==> config.mk <==
export PLATFORM = sky130hd
export DESIGN_NAME = csc_standby_ctrl
export DESIGN_NICKNAME = d
export VERILOG_FILES = /design/src/hw/csc_pkg.sv /design/src/hw/csc_standby_ctrl.sv
export SDC_FILE = /design/constraint.sdc
export NUM_CORES = 1
export LEC_CHECK = 0
export BUFFER_PORTS_ARGS = -buffer_cell sky130_fd_sc_hd__buf_2
export CORE_UTILIZATION = 45
export CTS_BUF_LIST = sky130_fd_sc_hd__clkbuf_8
export DETAILED_ROUTE_END_ITERATION = 10
export PLACE_DENSITY = 0.71
export SLEW_MARGIN = 20
export SYNTH_ARGS = -nofsm -noshare
export SYNTH_HDL_FRONTEND = slang
export SYNTH_SLANG_ARGS = --single-unit
==> constraint.sdc <==
create_clock -name i_sys_clk -period 2.75 [get_ports i_sys_clk]
set_clock_uncertainty 0.1 [all_clocks]
set_input_delay 0.4125 -clock i_sys_clk [delete_from_list [all_inputs] [get_ports i_sys_clk]]
set_output_delay 0.4125 -clock i_sys_clk [all_outputs]
set_load 0.02 [all_outputs]
==> src/hw/csc_pkg.sv <==
package csc_pkg;

  // ****************************************************************
  // Timing
  // ****************************************************************
  // Master clock period in nanoseconds.
  localparam int unsigned SYS_CLK_PERIOD_NS = 20;
  // Master clock periods for one output-rate period (default 60 Hz).
  localparam int unsigned OUT_PERIOD_CYCLES = 833333;
  // Output-rate periods of filter settling after standby release.
  localparam int unsigned SETTLE_PERIODS = 3;
  // Master clock periods that result_ready_n stays high after an update that finds the previous result unread.
  localparam int unsigned UPDATE_HIGH_CYCLES = 500;
  // Width of the conversion result.
  localparam int unsigned RESULT_W = 16;

  // ****************************************************************
  // Reset values
  // ****************************************************************
  localparam logic [RESULT_W-1:0] RESULT_RST = 16'h0000;

  // ****************************************************************
  // States
  // ****************************************************************
  typedef enum logic [2:0]
  {
    CSC_RUN = 3'b001,
    CSC_STANDBY = 3'b010,
    CSC_SETTLE = 3'b100
  } csc_state_t;

endpackage : csc_pkg

==> src/hw/csc_standby_ctrl.sv <==
module csc_standby_ctrl
  import csc_pkg::*;
#(
  parameter int unsigned OUT_PERIOD = OUT_PERIOD_CYCLES,
  parameter int unsigned HIGH_CYCLES = UPDATE_HIGH_CYCLES
)
(
  input wire logic i_sys_clk,
  input wire logic i_srst,
  input wire logic i_cmd_wr,
  input wire logic i_standby_request_bit,
  input wire logic [RESULT_W-1:0] i_sample,
  input wire logic i_read_done,
  output logic o_mclk_out,
  output logic o_standby,
  output logic o_proc_en,
  output logic [RESULT_W-1:0] o_result,
  output logic o_result_ready_n
);

  // ****************************************************************
  // State and counters
  // ****************************************************************
  csc_state_t state_r;
  csc_state_t state_nxt;
  logic [31:0] period_cnt_r;
  logic [1:0] settle_cnt_r;
  logic [15:0] high_cnt_r;
  logic [RESULT_W-1:0] result_r;
  logic ready_n_r;
  logic mclk_r;

  wire period_tick = (period_cnt_r == OUT_PERIOD - 1);
  wire standby_request_bit_set = i_cmd_wr && i_standby_request_bit;
  wire standby_request_bit_clr = i_cmd_wr && !i_standby_request_bit;
  wire settle_done = (state_r == CSC_SETTLE) && period_tick
                     && (settle_cnt_r == 2'(SETTLE_PERIODS - 1));
  wire run_update = (state_r == CSC_RUN) && period_tick;
  wire load = settle_done || run_update;
  wire pulse_active = (high_cnt_r != 16'h0000);

  // ****************************************************************
  // Standby sequencing
  // ****************************************************************
  always_comb
  begin
    state_nxt = state_r;
    case (state_r)
      CSC_RUN:
      begin
        if (standby_request_bit_set)
        begin
          state_nxt = CSC_STANDBY;
        end
      end
      CSC_STANDBY:
      begin
        if (standby_request_bit_clr)
        begin
          state_nxt = CSC_SETTLE;
        end
      end
      CSC_SETTLE:
      begin
        if (standby_request_bit_set)
        begin
          state_nxt = CSC_STANDBY;
        end
        else if (settle_done)
        begin
          state_nxt = CSC_RUN;
        end
      end
      default:
      begin
        state_nxt = CSC_RUN;
      end
    endcase
  end

  always_ff @(posedge i_sys_clk)
  begin
    if (i_srst)
    begin
      state_r <= CSC_RUN;
    end
    else
    begin
      state_r <= state_nxt;
    end
  end

  // ****************************************************************
  // Output-rate timing
  // ****************************************************************
  // filter frozen
  always_ff @(posedge i_sys_clk)
  begin
    if (i_srst || (state_r == CSC_STANDBY) || (state_nxt == CSC_SETTLE
        && state_r != CSC_SETTLE) || period_tick)
    begin
      period_cnt_r <= 32'h0000_0000;
    end
    else
    begin
      period_cnt_r <= period_cnt_r + 32'h0000_0001;
    end
  end

  always_ff @(posedge i_sys_clk)
  begin
    if (i_srst || state_r != CSC_SETTLE)
    begin
      settle_cnt_r <= 2'h0;
    end
    else if (period_tick)
    begin
      settle_cnt_r <= settle_cnt_r + 2'h1;
    end
  end

  // ****************************************************************
  // Result register
  // ****************************************************************
  // hold in standby
  always_ff @(posedge i_sys_clk)
  begin
    if (i_srst)
    begin
      result_r <= RESULT_RST;
    end
    else if (load)
    begin
      result_r <= i_sample;
    end
  end

  // ****************************************************************
  // Data-ready
  // ****************************************************************
  // high window at update of an unread result
  always_ff @(posedge i_sys_clk)
  begin
    if (i_srst)
    begin
      high_cnt_r <= 16'h0000;
    end
    else if (load && !ready_n_r)
    begin
      // Loading the full length keeps ready high for exactly HIGH_CYCLES clocks.
      high_cnt_r <= 16'(HIGH_CYCLES);
    end
    else if (pulse_active)
    begin
      high_cnt_r <= high_cnt_r - 16'h0001;
    end
  end

  always_ff @(posedge i_sys_clk)
  begin
    if (i_srst)
    begin
      ready_n_r <= 1'b1;
    end
    else if (load)
    begin
      ready_n_r <= !ready_n_r;
    end
    else if (pulse_active && high_cnt_r == 16'h0001)
    begin
      ready_n_r <= 1'b0;
    end
    else if (i_read_done && !pulse_active)
    begin
      ready_n_r <= 1'b1;
    end
  end

  // ****************************************************************
  // Master clock output
  // ****************************************************************
  // clock runs always
  always_ff @(posedge i_sys_clk)
  begin
    if (i_srst)
    begin
      mclk_r <= 1'b0;
    end
    else
    begin
      mclk_r <= !mclk_r;
    end
  end

  assign o_mclk_out = mclk_r;
  assign o_standby = (state_r == CSC_STANDBY);
  assign o_proc_en = (state_r != CSC_STANDBY);
  assign o_result = result_r;
  assign o_result_ready_n = ready_n_r;

endmodule : csc_standby_ctrl

==> run_results.csv, run 1 <==
group,metric,value,unit
place,gp_routability_congestion,0.813,
layout,drive_gt1_share,16.9,%
die,fp-row-count,31,
global_route,grt_max_degree,33,
synthesis,synthCells,405,
clock_tree,clkTransAtPathRegs,80,ps
worst_setup_path,end_kind,"register",
clock_tree,numCtsBuffers,9,
route,drc,0,
layout,fin_nets,466,
global_route,grt_antenna_before_repair,0,
clock_tree,cts_tree,"yes",
worst_setup_path,r2r_start,"period_cnt_r[14]$_SDFF_PP0_",
timing,tns,0,ps
global_route,grt_usage,21.6,%
clock_tree,clk_latency,360,ps
job,maxCapViolCount,0,
route,wirelength,8140,um
layout,n_antenna_cell,0,
timing,worst_pin_slew,627,ps
worst_setup_path,cp_num_buf_inv,0,
hold_path,hp-start,"i_sample[13]",
power,p_leak,0.00136,uW
layout,final_common_cell,"dfxtp_1",
place,placed_area,3740,um2
timing,setup_viol,0,
die,start_util,46.8,%
clock_tree,htree_num_levels,3,
worst_setup_path,r2r_cells,4,
worst_setup_path,critPathTopFamily,"simple AND/OR/NAND/NOR gates",
hold_path,hold_path.class,"in -> reg",
clock_tree,clockRootBuffer,"clkbuf_8",
layout,syn_to_final_growth,14.2,%
timing,relSlewSlack,58.2,%
layout,design_area,3920,um2
route,vias,3253,
clock_tree,ctsResizeCount,0,
clock_tree,ctsHoldBuffers,0,
timing,slew_violations,0,
place,place.detailed.hpwl,5610,um
synthesis,ys_types,48,
synthesis,yosys_warnings,0,
worst_setup_path,r2r_setup_slack,360,ps
worst_setup_path,r2r-end,"period_cnt_r[28]$_SDFF_PP0_",
die,die_area,7980,um2
timing,grt_setup_unrepaired,"false",
timing,hold_viol,0,
die,core_area,7330,um2
worst_setup_path,worst-path-max-fanout,23,
global_route,grt_pass1_vias,2859,
synthesis,syn_area,3430,um2
worst_setup_path,crit_type,"reg -> reg",
synthesis,synth-main-ff-cell,"dfxtp_1",
worst_setup_path,crit_top_cell,"or4_1",
synthesis,ys_ff_latch,71,
route,drt_iter0_drc,137,
route,dr.pass1.iters,4,
hold_path,hold_depth,3,
power,irDropWorstVdd,0.365,mV
worst_setup_path,cp-start-kind,"register",
synthesis,synth_fp_nets,431,
die,die_w,89.3,um
worst_setup_path,crit_arrival,2560,ps
synthesis,synth_edf_count,0,
route,vias_per_cell,5.98,
worst_setup_path,crit_chain,"nand4_1, or4_1, or4_1, a21oi_1",
outcome,outcome,"finished, final reports clean",
clock_tree,clock_path_buffers,2,
worst_setup_path,cp.depth,4,
layout,fill_cells,698,
die,pin_count,41,
timing,max_freq,418,MHz
timing,post-route-period-util,87.0,%
route,antenna_left,0,
layout,final_cell_mix,"dfxtp_1, a21oi_1, buf_2",
place,port-buffer-count,40,
worst_setup_path,slowest_delay,860,ps
power,fin_total_pwr,2910,uW
synthesis,synthArstFlopShare,0,%
synthesis,synth.avg_cell_area,8.48,um2
global_route,grt_pass1_wl,13300,um
global_route,grt_overflow,0,
clock_tree,post-cts-setup-buffers,0,
die,die_h,89.3,um
worst_setup_path,slowest_stage,"or4_1",
synthesis,yosysSeqAreaShare,41.4,%
clock_tree,clock-sinks,71,
route,wl_per_cell,15.0,um
hold_path,holdPathEnd,"o_result[13]$_SDFFE_PP0P_",
timing,min_period,2390,ps
worst_setup_path,cp.required,2920,ps
power,p_per_area,742,nW/um2
Yosys cell counts (all sizes together) (2+ instances only):
| cell | count | area, um2 |
|---|---|---|
| a211oi | 2 | 15.0 |
| a21o | 3 | 22.5 |
| a21oi | 48 | 240 |
| a31o | 2 | 17.5 |
| a31oi | 5 | 31.3 |
| and3 | 5 | 31.3 |
| and4 | 8 | 70.1 |
| buf | 2 | 8.75 |
| clkbuf | 26 | 100 |
| dfxtp | 71 | 1420 |
| ha | 5 | 62.6 |
| inv | 10 | 37.5 |
| nand2 | 16 | 60.1 |
| nand2b | 4 | 25.0 |
| nand3 | 14 | 70.1 |
| nand4 | 29 | 181 |
| nand4b | 2 | 17.5 |
| nor2 | 24 | 90.1 |
| nor3 | 7 | 35.0 |
| nor4 | 4 | 25.0 |
| nor4b | 3 | 26.3 |
| o21ai | 16 | 80.1 |
| o31ai | 32 | 240 |
| o41ai | 4 | 35.0 |
| or3 | 13 | 83.8 |
| or4 | 22 | 166 |
| or4b | 2 | 20.0 |
| xnor2 | 4 | 35.0 |
| xor2 | 8 | 70.1 |
metrics by stage:
step | util [%] | hold slack (ps) | std cells | setup slack [ps]
2_1_floorplan | - | 346 | 405 | 596
3_3_place_gp | 51.0 | 289 | 528 | 435
3_5_place_dp | 51.0 | 298 | 528 | 364
4_1_cts | 53.5 | 188 | 544 | 358
5_1_grt | 53.5 | 192 | 544 | 146
6_report | 53.5 | 201 | 544 | 358
state kept, by name, summed over array words and instances (netlist names):
register	cells
o_result_ready_n	1
state_r	3
o_mclk_out	1
o_result	16
period_cnt_r	32
settle_cnt_r	2
high_cnt_r	16
worst register-to-register path, delay by kind of cell, from the launching register on:
family             cells  cell delay, ps
AOI/OAI and AO/OA      1             160
DFF                    1             430
and+or+nand+nor        3            1630
final cells by class:
cell class                      instances  area [um2]  area share [%]
Timing Repair Buffer                   52         290            7.40
Inverter                               10        37.5           0.957
Tap cell                               99         124            3.16
Multi-Input combinational cell        296        1870            47.6
Clock buffer                           10         138            3.51
Sequential cell                        71        1420            36.2
Clock inverter                          6        45.0            1.15
per-layer routing:
| layer | GRT usage, % | vias up | wire, um |
|---|---|---|---|
| met1 | 27.8 | 1532 | 3900 |
| met3 | 5.54 | 11 | 353 |
| met2 | 34.8 | 71 | 3790 |
| li1 | - | 1639 | - |
| met4 | 7.94 | 0 | 102 |
| met5 | 0 | - | 0 |
how the worst max path moves through the flow:
stage                                        endpoint  slack, ps                        start
after floorplan           high_cnt_r[15]$_SDFFE_PP0P_        600   high_cnt_r[8]$_SDFFE_PP0P_
after global placement    period_cnt_r[26]$_SDFF_PP0_        440  period_cnt_r[14]$_SDFF_PP0_
after detailed placement  period_cnt_r[30]$_SDFF_PP0_        360   period_cnt_r[4]$_SDFF_PP0_
after CTS                 period_cnt_r[28]$_SDFF_PP0_        360  period_cnt_r[14]$_SDFF_PP0_
after global routing      period_cnt_r[25]$_SDFF_PP0_        150  period_cnt_r[14]$_SDFF_PP0_
final                     period_cnt_r[28]$_SDFF_PP0_        360  period_cnt_r[14]$_SDFF_PP0_
report_power, final:
part / internal (uW) / switching, uW / leakage [uW] / total (uW)
sequential: 1130 / 105 / 0.000575 / 1230
combinational: 376 / 528 / 0.000697 / 904
clock: 354 / 417 / 0.0000849 / 771
total: 1860 / 1050 / 0.00136 / 2910
logic make-up after synthesis:
family,Yosys count,share of synthesized area [%]
compound gates,120,21.8
simple gates,159,27.6
flops,71,41.4
xor+xnor,12,3.06
buf+inv,38,4.26
fa+ha+maj,5,1.82
Note: power is estimated with default switching activity, not from simulation.
==> run 2: changes to the inputs <==
--- a/config.mk
+++ b/config.mk
@@ -6,10 +6,11 @@
 export NUM_CORES = 1
 export LEC_CHECK = 0
 export BUFFER_PORTS_ARGS = -buffer_cell sky130_fd_sc_hd__buf_2
-export CORE_UTILIZATION = 45
-export CTS_BUF_LIST = sky130_fd_sc_hd__clkbuf_8
+export CELL_PAD_IN_SITES_DETAIL_PLACEMENT = 1
+export CELL_PAD_IN_SITES_GLOBAL_PLACEMENT = 2
+export CORE_UTILIZATION = 35
 export DETAILED_ROUTE_END_ITERATION = 10
-export PLACE_DENSITY = 0.71
+export PLACE_DENSITY = 0.86
 export SLEW_MARGIN = 20
 export SYNTH_ARGS = -nofsm -noshare
 export SYNTH_HDL_FRONTEND = slang
==> run 2 against run 1 <==
  * Flip-flop and latch count stayed put
  * Sequential share of layout area down 0.31 points
  * Total power up 1.3%
  * Utilization decreased by 11 points
  * Routed wire length rose by 15%
  * Clock-buffer cell count fell by 1
  * Die area up 28%
  * Non-clock buffer count did not move
  * Critical path type unchanged
  * Largest cell class unchanged
  * Highest routed layer unchanged
==> run_results.csv, run 2 (synthesized netlist as in run 1, its figures left out) <==
group,metric,value,unit
worst_setup_path,end_kind,"register",
die,die_area,10200,um2
timing,hold_viol,0,
worst_setup_path,worst-path-max-fanout,23,
layout,syn_to_final_growth,15.2,%
timing,relSlewSlack,55.3,%
power,p_per_area,745,nW/um2
worst_setup_path,slowest_stage,"or4_1",
global_route,grt_usage,19.7,%
clock_tree,clkTransAtPathRegs,90,ps
route,wirelength,9380,um
clock_tree,clock-sinks,71,
route,vias,3293,
worst_setup_path,slowest_delay,890,ps
route,vias_per_cell,5.74,
job,maxCapViolCount,0,
layout,final_common_cell,"dfxtp_1",
layout,largest_register_ffs,32,
route,highest_layer,"met4",
global_route,grt_overflow,0,
global_route,grt_antenna_before_repair,0,
die,pin_count,41,
hold_path,hold_depth,3,
clock_tree,htree_num_levels,3,
route,antenna_left,0,
outcome,outcome,"finished, final reports clean",
timing,setup_slack,298,ps
hold_path,hold_path.class,"in -> reg",
route,wl_per_cell,16.3,um
route,drt-met1-wl,4580,um
clock_tree,numCtsBuffers,9,
power,p_leak,0.00136,uW
route,drc,0,
timing,slew_violations,0,
worst_setup_path,crit_chain,"nand4_1, or4_1, or4_1, a21oi_1",
worst_setup_path,cp.required,2920,ps
clock_tree,cts_tree,"yes",
place,port-buffer-count,40,
die,fp-row-count,35,
clock_tree,post-cts-setup-buffers,0,
worst_setup_path,cp-start-kind,"register",
timing,post-route-period-util,89.2,%
power,irDropWorstVdd,0.345,mV
layout,n_antenna_cell,0,
timing,max_freq,408,MHz
clock_tree,clockRootBuffer,"clkbuf_8",
die,die_h,101,um
route,dr.pass1.iters,5,
worst_setup_path,r2r_cells,4,
route,drt_iter0_drc,63,
die,start_util,36.6,%
timing,tns,0,ps
global_route,grt_pass1_vias,3225,
global_route,grt_max_degree,33,
place,gp_routability_congestion,0.799,
timing,worst_pin_slew,671,ps
worst_setup_path,crit_type,"reg -> reg",
worst_setup_path,crit_top_cell,"or4_1",
timing,grt_setup_unrepaired,"false",
place,dpl_worst_slack,296,ps
clock_tree,clk_latency,340,ps
layout,top_register,"period_cnt_r",
layout,final_cell_mix,"dfxtp_1, a21oi_1, buf_2",
route,dr_wl_met2,4470,um
timing,setup_viol,0,
layout,fin_nets,466,
route,met3_length,266,um
layout,drive_gt1_share,17.1,%
die,die_w,101,um
clock_tree,ctsResizeCount,0,
timing,min_period,2450,ps
worst_setup_path,crit_arrival,2620,ps
global_route,grt_pass1_wl,15900,um
clock_tree,clock_path_buffers,2,
place,place.detailed.hpwl,6480,um
die,core_area,9370,um2
clock_tree,ctsHoldBuffers,0,
-- run 2: changes by cell type in the layout (fill, tap and decap cells not counted), sizes merged --
| cell | change |
|---|---|
| clkbuf | -1 |
| clkinvlp | -1 |
| clkinv | +2 |
-- run 2: critical path, delay by kind of cell, from the launching register on --
family,cells,cell delay [ps]
AO/OA/AOI/OAI,1,160
flip-flops,1,450
AND/OR/NAND/NOR,3,1670
-- run 2: path summary, 6_finish.rpt --
| check | slack (ps) | startpoint | to |
|---|---|---|---|
| worst min register to register | 300 | o_mclk_out$_SDFF_PP0_ | o_mclk_out$_SDFF_PP0_ |
| worst max register to register | 300 | period_cnt_r[4]$_SDFF_PP0_ | period_cnt_r[24]$_SDFF_PP0_ |
| worst max-delay path | 300 | period_cnt_r[4]$_SDFF_PP0_ | period_cnt_r[24]$_SDFF_PP0_ |
| worst min-delay path | 220 | i_sample[15] | o_result[15]$_SDFFE_PP0P_ |
-- run 2: where the power goes --
group          internal [uW]  total, uW  switching (uW)  leakage (uW)
sequential              1130       1230             105      0.000575
combinational            402        970             568      0.000701
clock                    327        743             416     0.0000854
-- run 2: layout make-up --
type                       instances  area [um2]
sequential                        71        1420
inverter                          10        37.5
multi-input combinational        296        1870
clock inverter                     7        47.5
clock buffer                       9         124
fill                            1148        5420
tap                              129         161
timing repair buffer              52         290
-- run 2: per-stage QoR --
stage	utilization, %	instance area, um2	total power (uW)	instances	hold slack, ps
3_5_place_dp	40.4	3780	2220	558	296
4_1_cts	42.2	3960	2980	574	206
2_1_floorplan	-	3430	1910	405	346
5_1_grt	42.2	3960	3150	574	198
6_report	42.2	3960	2950	574	221
3_3_place_gp	40.4	3780	2190	558	293
-- run 2: routing by layer --
metal	up-vias	GRT usage [%]
met3	6	3.68
met4	0	5.80
li1	1629	-
met2	50	32.8
met1	1608	25.8
met5	-	0
==> run 3: changes to the inputs <==
--- a/config.mk
+++ b/config.mk
@@ -9,8 +9,10 @@
 export CELL_PAD_IN_SITES_DETAIL_PLACEMENT = 1
 export CELL_PAD_IN_SITES_GLOBAL_PLACEMENT = 2
 export CORE_UTILIZATION = 35
+export CTS_CLUSTER_SIZE = 24
 export DETAILED_ROUTE_END_ITERATION = 10
 export PLACE_DENSITY = 0.86
+export REMOVE_ABC_BUFFERS = 1
 export SLEW_MARGIN = 20
 export SYNTH_ARGS = -nofsm -noshare
 export SYNTH_HDL_FRONTEND = slang
==> run 3 against run 2 <==
  * Die area is the same
  * Final cell count grew 0.17%
  * Non-clock buffer count grew 1
  * Flip-flop and latch count is the same
  * Clock-buffer cell count grew 1
  * Sequential power is essentially flat
  * Critical path depth is the same
  * Register-to-register slack is essentially flat
  * Global-route usage grew 0.71 points
  * Via count grew 2.0%
==> run_results.csv, run 3 (synthesized netlist as in run 1, its figures left out) <==
group,metric,value,unit
outcome,outcome,"finished, final reports clean",
power,power.clock.fraction,29.2,%
power,intPower,2010,uW
global_route,grt_pass1_wl,16500,um
route,wirelength,9850,um
job,maxCapViolCount,0,
clock_tree,numCtsBuffers,9,
worst_setup_path,slowest_delay,880,ps
route,drc,0,
layout,post-route-util,42.7,%
route,antenna_left,0,
place,port-buffer-count,40,
power,irDropWorstVdd,0.356,mV
power,switching_power,1090,uW
timing,worst_pin_slew,656,ps
power,p_per_area,775,nW/um2
clock_tree,post-cts-setup-buffers,0,
timing,max_freq,408,MHz
clock_tree,clock-sinks,71,
die,die_area,10200,um2
clock_tree,ctsResizeCount,0,
power,switching_share,35.1,%
power,fin_total_pwr,3100,uW
route,vias_per_cell,5.84,
worst_setup_path,crit_arrival,2630,ps
global_route,grt_usage,20.4,%
worst_setup_path,worst-path-max-fanout,23,
route,wl_per_cell,17.1,um
clock_tree,clock_path_buffers,2,
die,die_h,101,um
layout,drive_gt1_share,17.0,%
layout,syn_to_final_growth,16.6,%
layout,fin_cells,575,
place,gp_routability_congestion,0.821,
worst_setup_path,end_kind,"register",
global_route,grt_max_degree,33,
timing,relSlewSlack,56.3,%
clock_tree,htree_num_levels,3,
timing,slew_violations,0,
clock_tree,cts_tree,"yes",
route,dr.pass1.iters,4,
layout,top_register,"period_cnt_r",
timing,post-route-period-util,89.1,%
layout,largest_register_ffs,32,
layout,final_common_cell,"dfxtp_1",
global_route,grt_overflow,0,
worst_setup_path,slowest_stage,"or4_1",
clock_tree,ctsHoldBuffers,0,
worst_setup_path,cp.required,2930,ps
die,die_w,101,um
clock_tree,clkTransAtPathRegs,80,ps
timing,min_period,2450,ps
die,core_area,9370,um2
worst_setup_path,crit_chain,"nand4_1, or4_1, or4_1, a21oi_1",
worst_setup_path,cp-start-kind,"register",
clock_tree,clk_latency,350,ps
place,place.detailed.hpwl,6930,um
die,fp-row-count,35,
layout,final_cell_mix,"dfxtp_1, a21oi_1, buf_2",
global_route,grt_pass1_vias,3377,
hold_path,hold_path.class,"in -> reg",
route,drt_iter0_drc,156,
layout,fin_nets,467,
clock_tree,clockRootBuffer,"clkbuf_8",
worst_setup_path,crit_type,"reg -> reg",
power,combPwrFrac,30.8,%
timing,setup_viol,0,
power,p_seq_share,40.0,%
layout,design_area,4000,um2
power,p_leak,0.00138,uW
worst_setup_path,crit_top_cell,"or4_1",
die,pin_count,41,
route,vias,3360,
layout,n_antenna_cell,0,
place,dp_cells,559,
timing,grt_setup_unrepaired,"false",
timing,hold_viol,0,
global_route,grt_antenna_before_repair,0,
die,start_util,36.6,%
place,placed_area,3790,um2
timing,tns,0,ps
-- run 3: through the flow --
stage	hold WS (ps)	setup WS [ps]
final	214	300
after global placement	292	415
after detailed placement	302	334
after floorplan	346	-272
after global routing	214	155
after CTS	198	316
-- run 3: cell type report --
type,instances,area (um2)
Inverter,10,37.5
Tap cell,129,161
Timing Repair Buffer,53,298
Sequential cell,71,1420
Fill cell,1170,5370
Multi-Input combinational cell,296,1870
Clock inverter,6,85.1
Clock buffer,10,128
-- run 3: power by group through the flow --
stage | logic [uW] | registers [uW] | clock network, uW
after global placement | 896 | 1250 | 0
after floorplan | 626 | 1230 | 0
after detailed placement | 956 | 1260 | 0
after CTS | 959 | 1240 | 935
final | 957 | 1240 | 905
after global routing | 1060 | 1260 | 978
-- run 3: final timing paths --
kind / from / depth (start not counted) / slack (ps) / end
hold / removal: i_sample[3] / 3 / 210 / o_result[3]$_SDFFE_PP0P_
setup reg to reg: period_cnt_r[14]$_SDFF_PP0_ / 4 / 300 / period_cnt_r[30]$_SDFF_PP0_
setup / recovery: period_cnt_r[14]$_SDFF_PP0_ / 4 / 300 / period_cnt_r[30]$_SDFF_PP0_
hold reg to reg: o_mclk_out$_SDFF_PP0_ / 1 / 310 / o_mclk_out$_SDFF_PP0_
-- run 3: critical path: cells and delay by family (launching register included) --
| family | cells | cell delay [ps] |
|---|---|---|
| compound gates | 1 | 170 |
| flops | 1 | 430 |
| simple gates | 3 | 1690 |
-- run 3: metal layers --
metal | global-route usage [%] | routed length (um) | share of wire [%] | vias to the layer above
li1 | - | - | - | 1640
met1 | 25.7 | 4640 | 47 | 1686
met2 | 34.6 | 4880 | 50 | 22
met3 | 4.58 | 209 | 2.1 | 12
met4 | 5.80 | 108 | 1.1 | 0
met5 | 0 | 0 | 0 | -
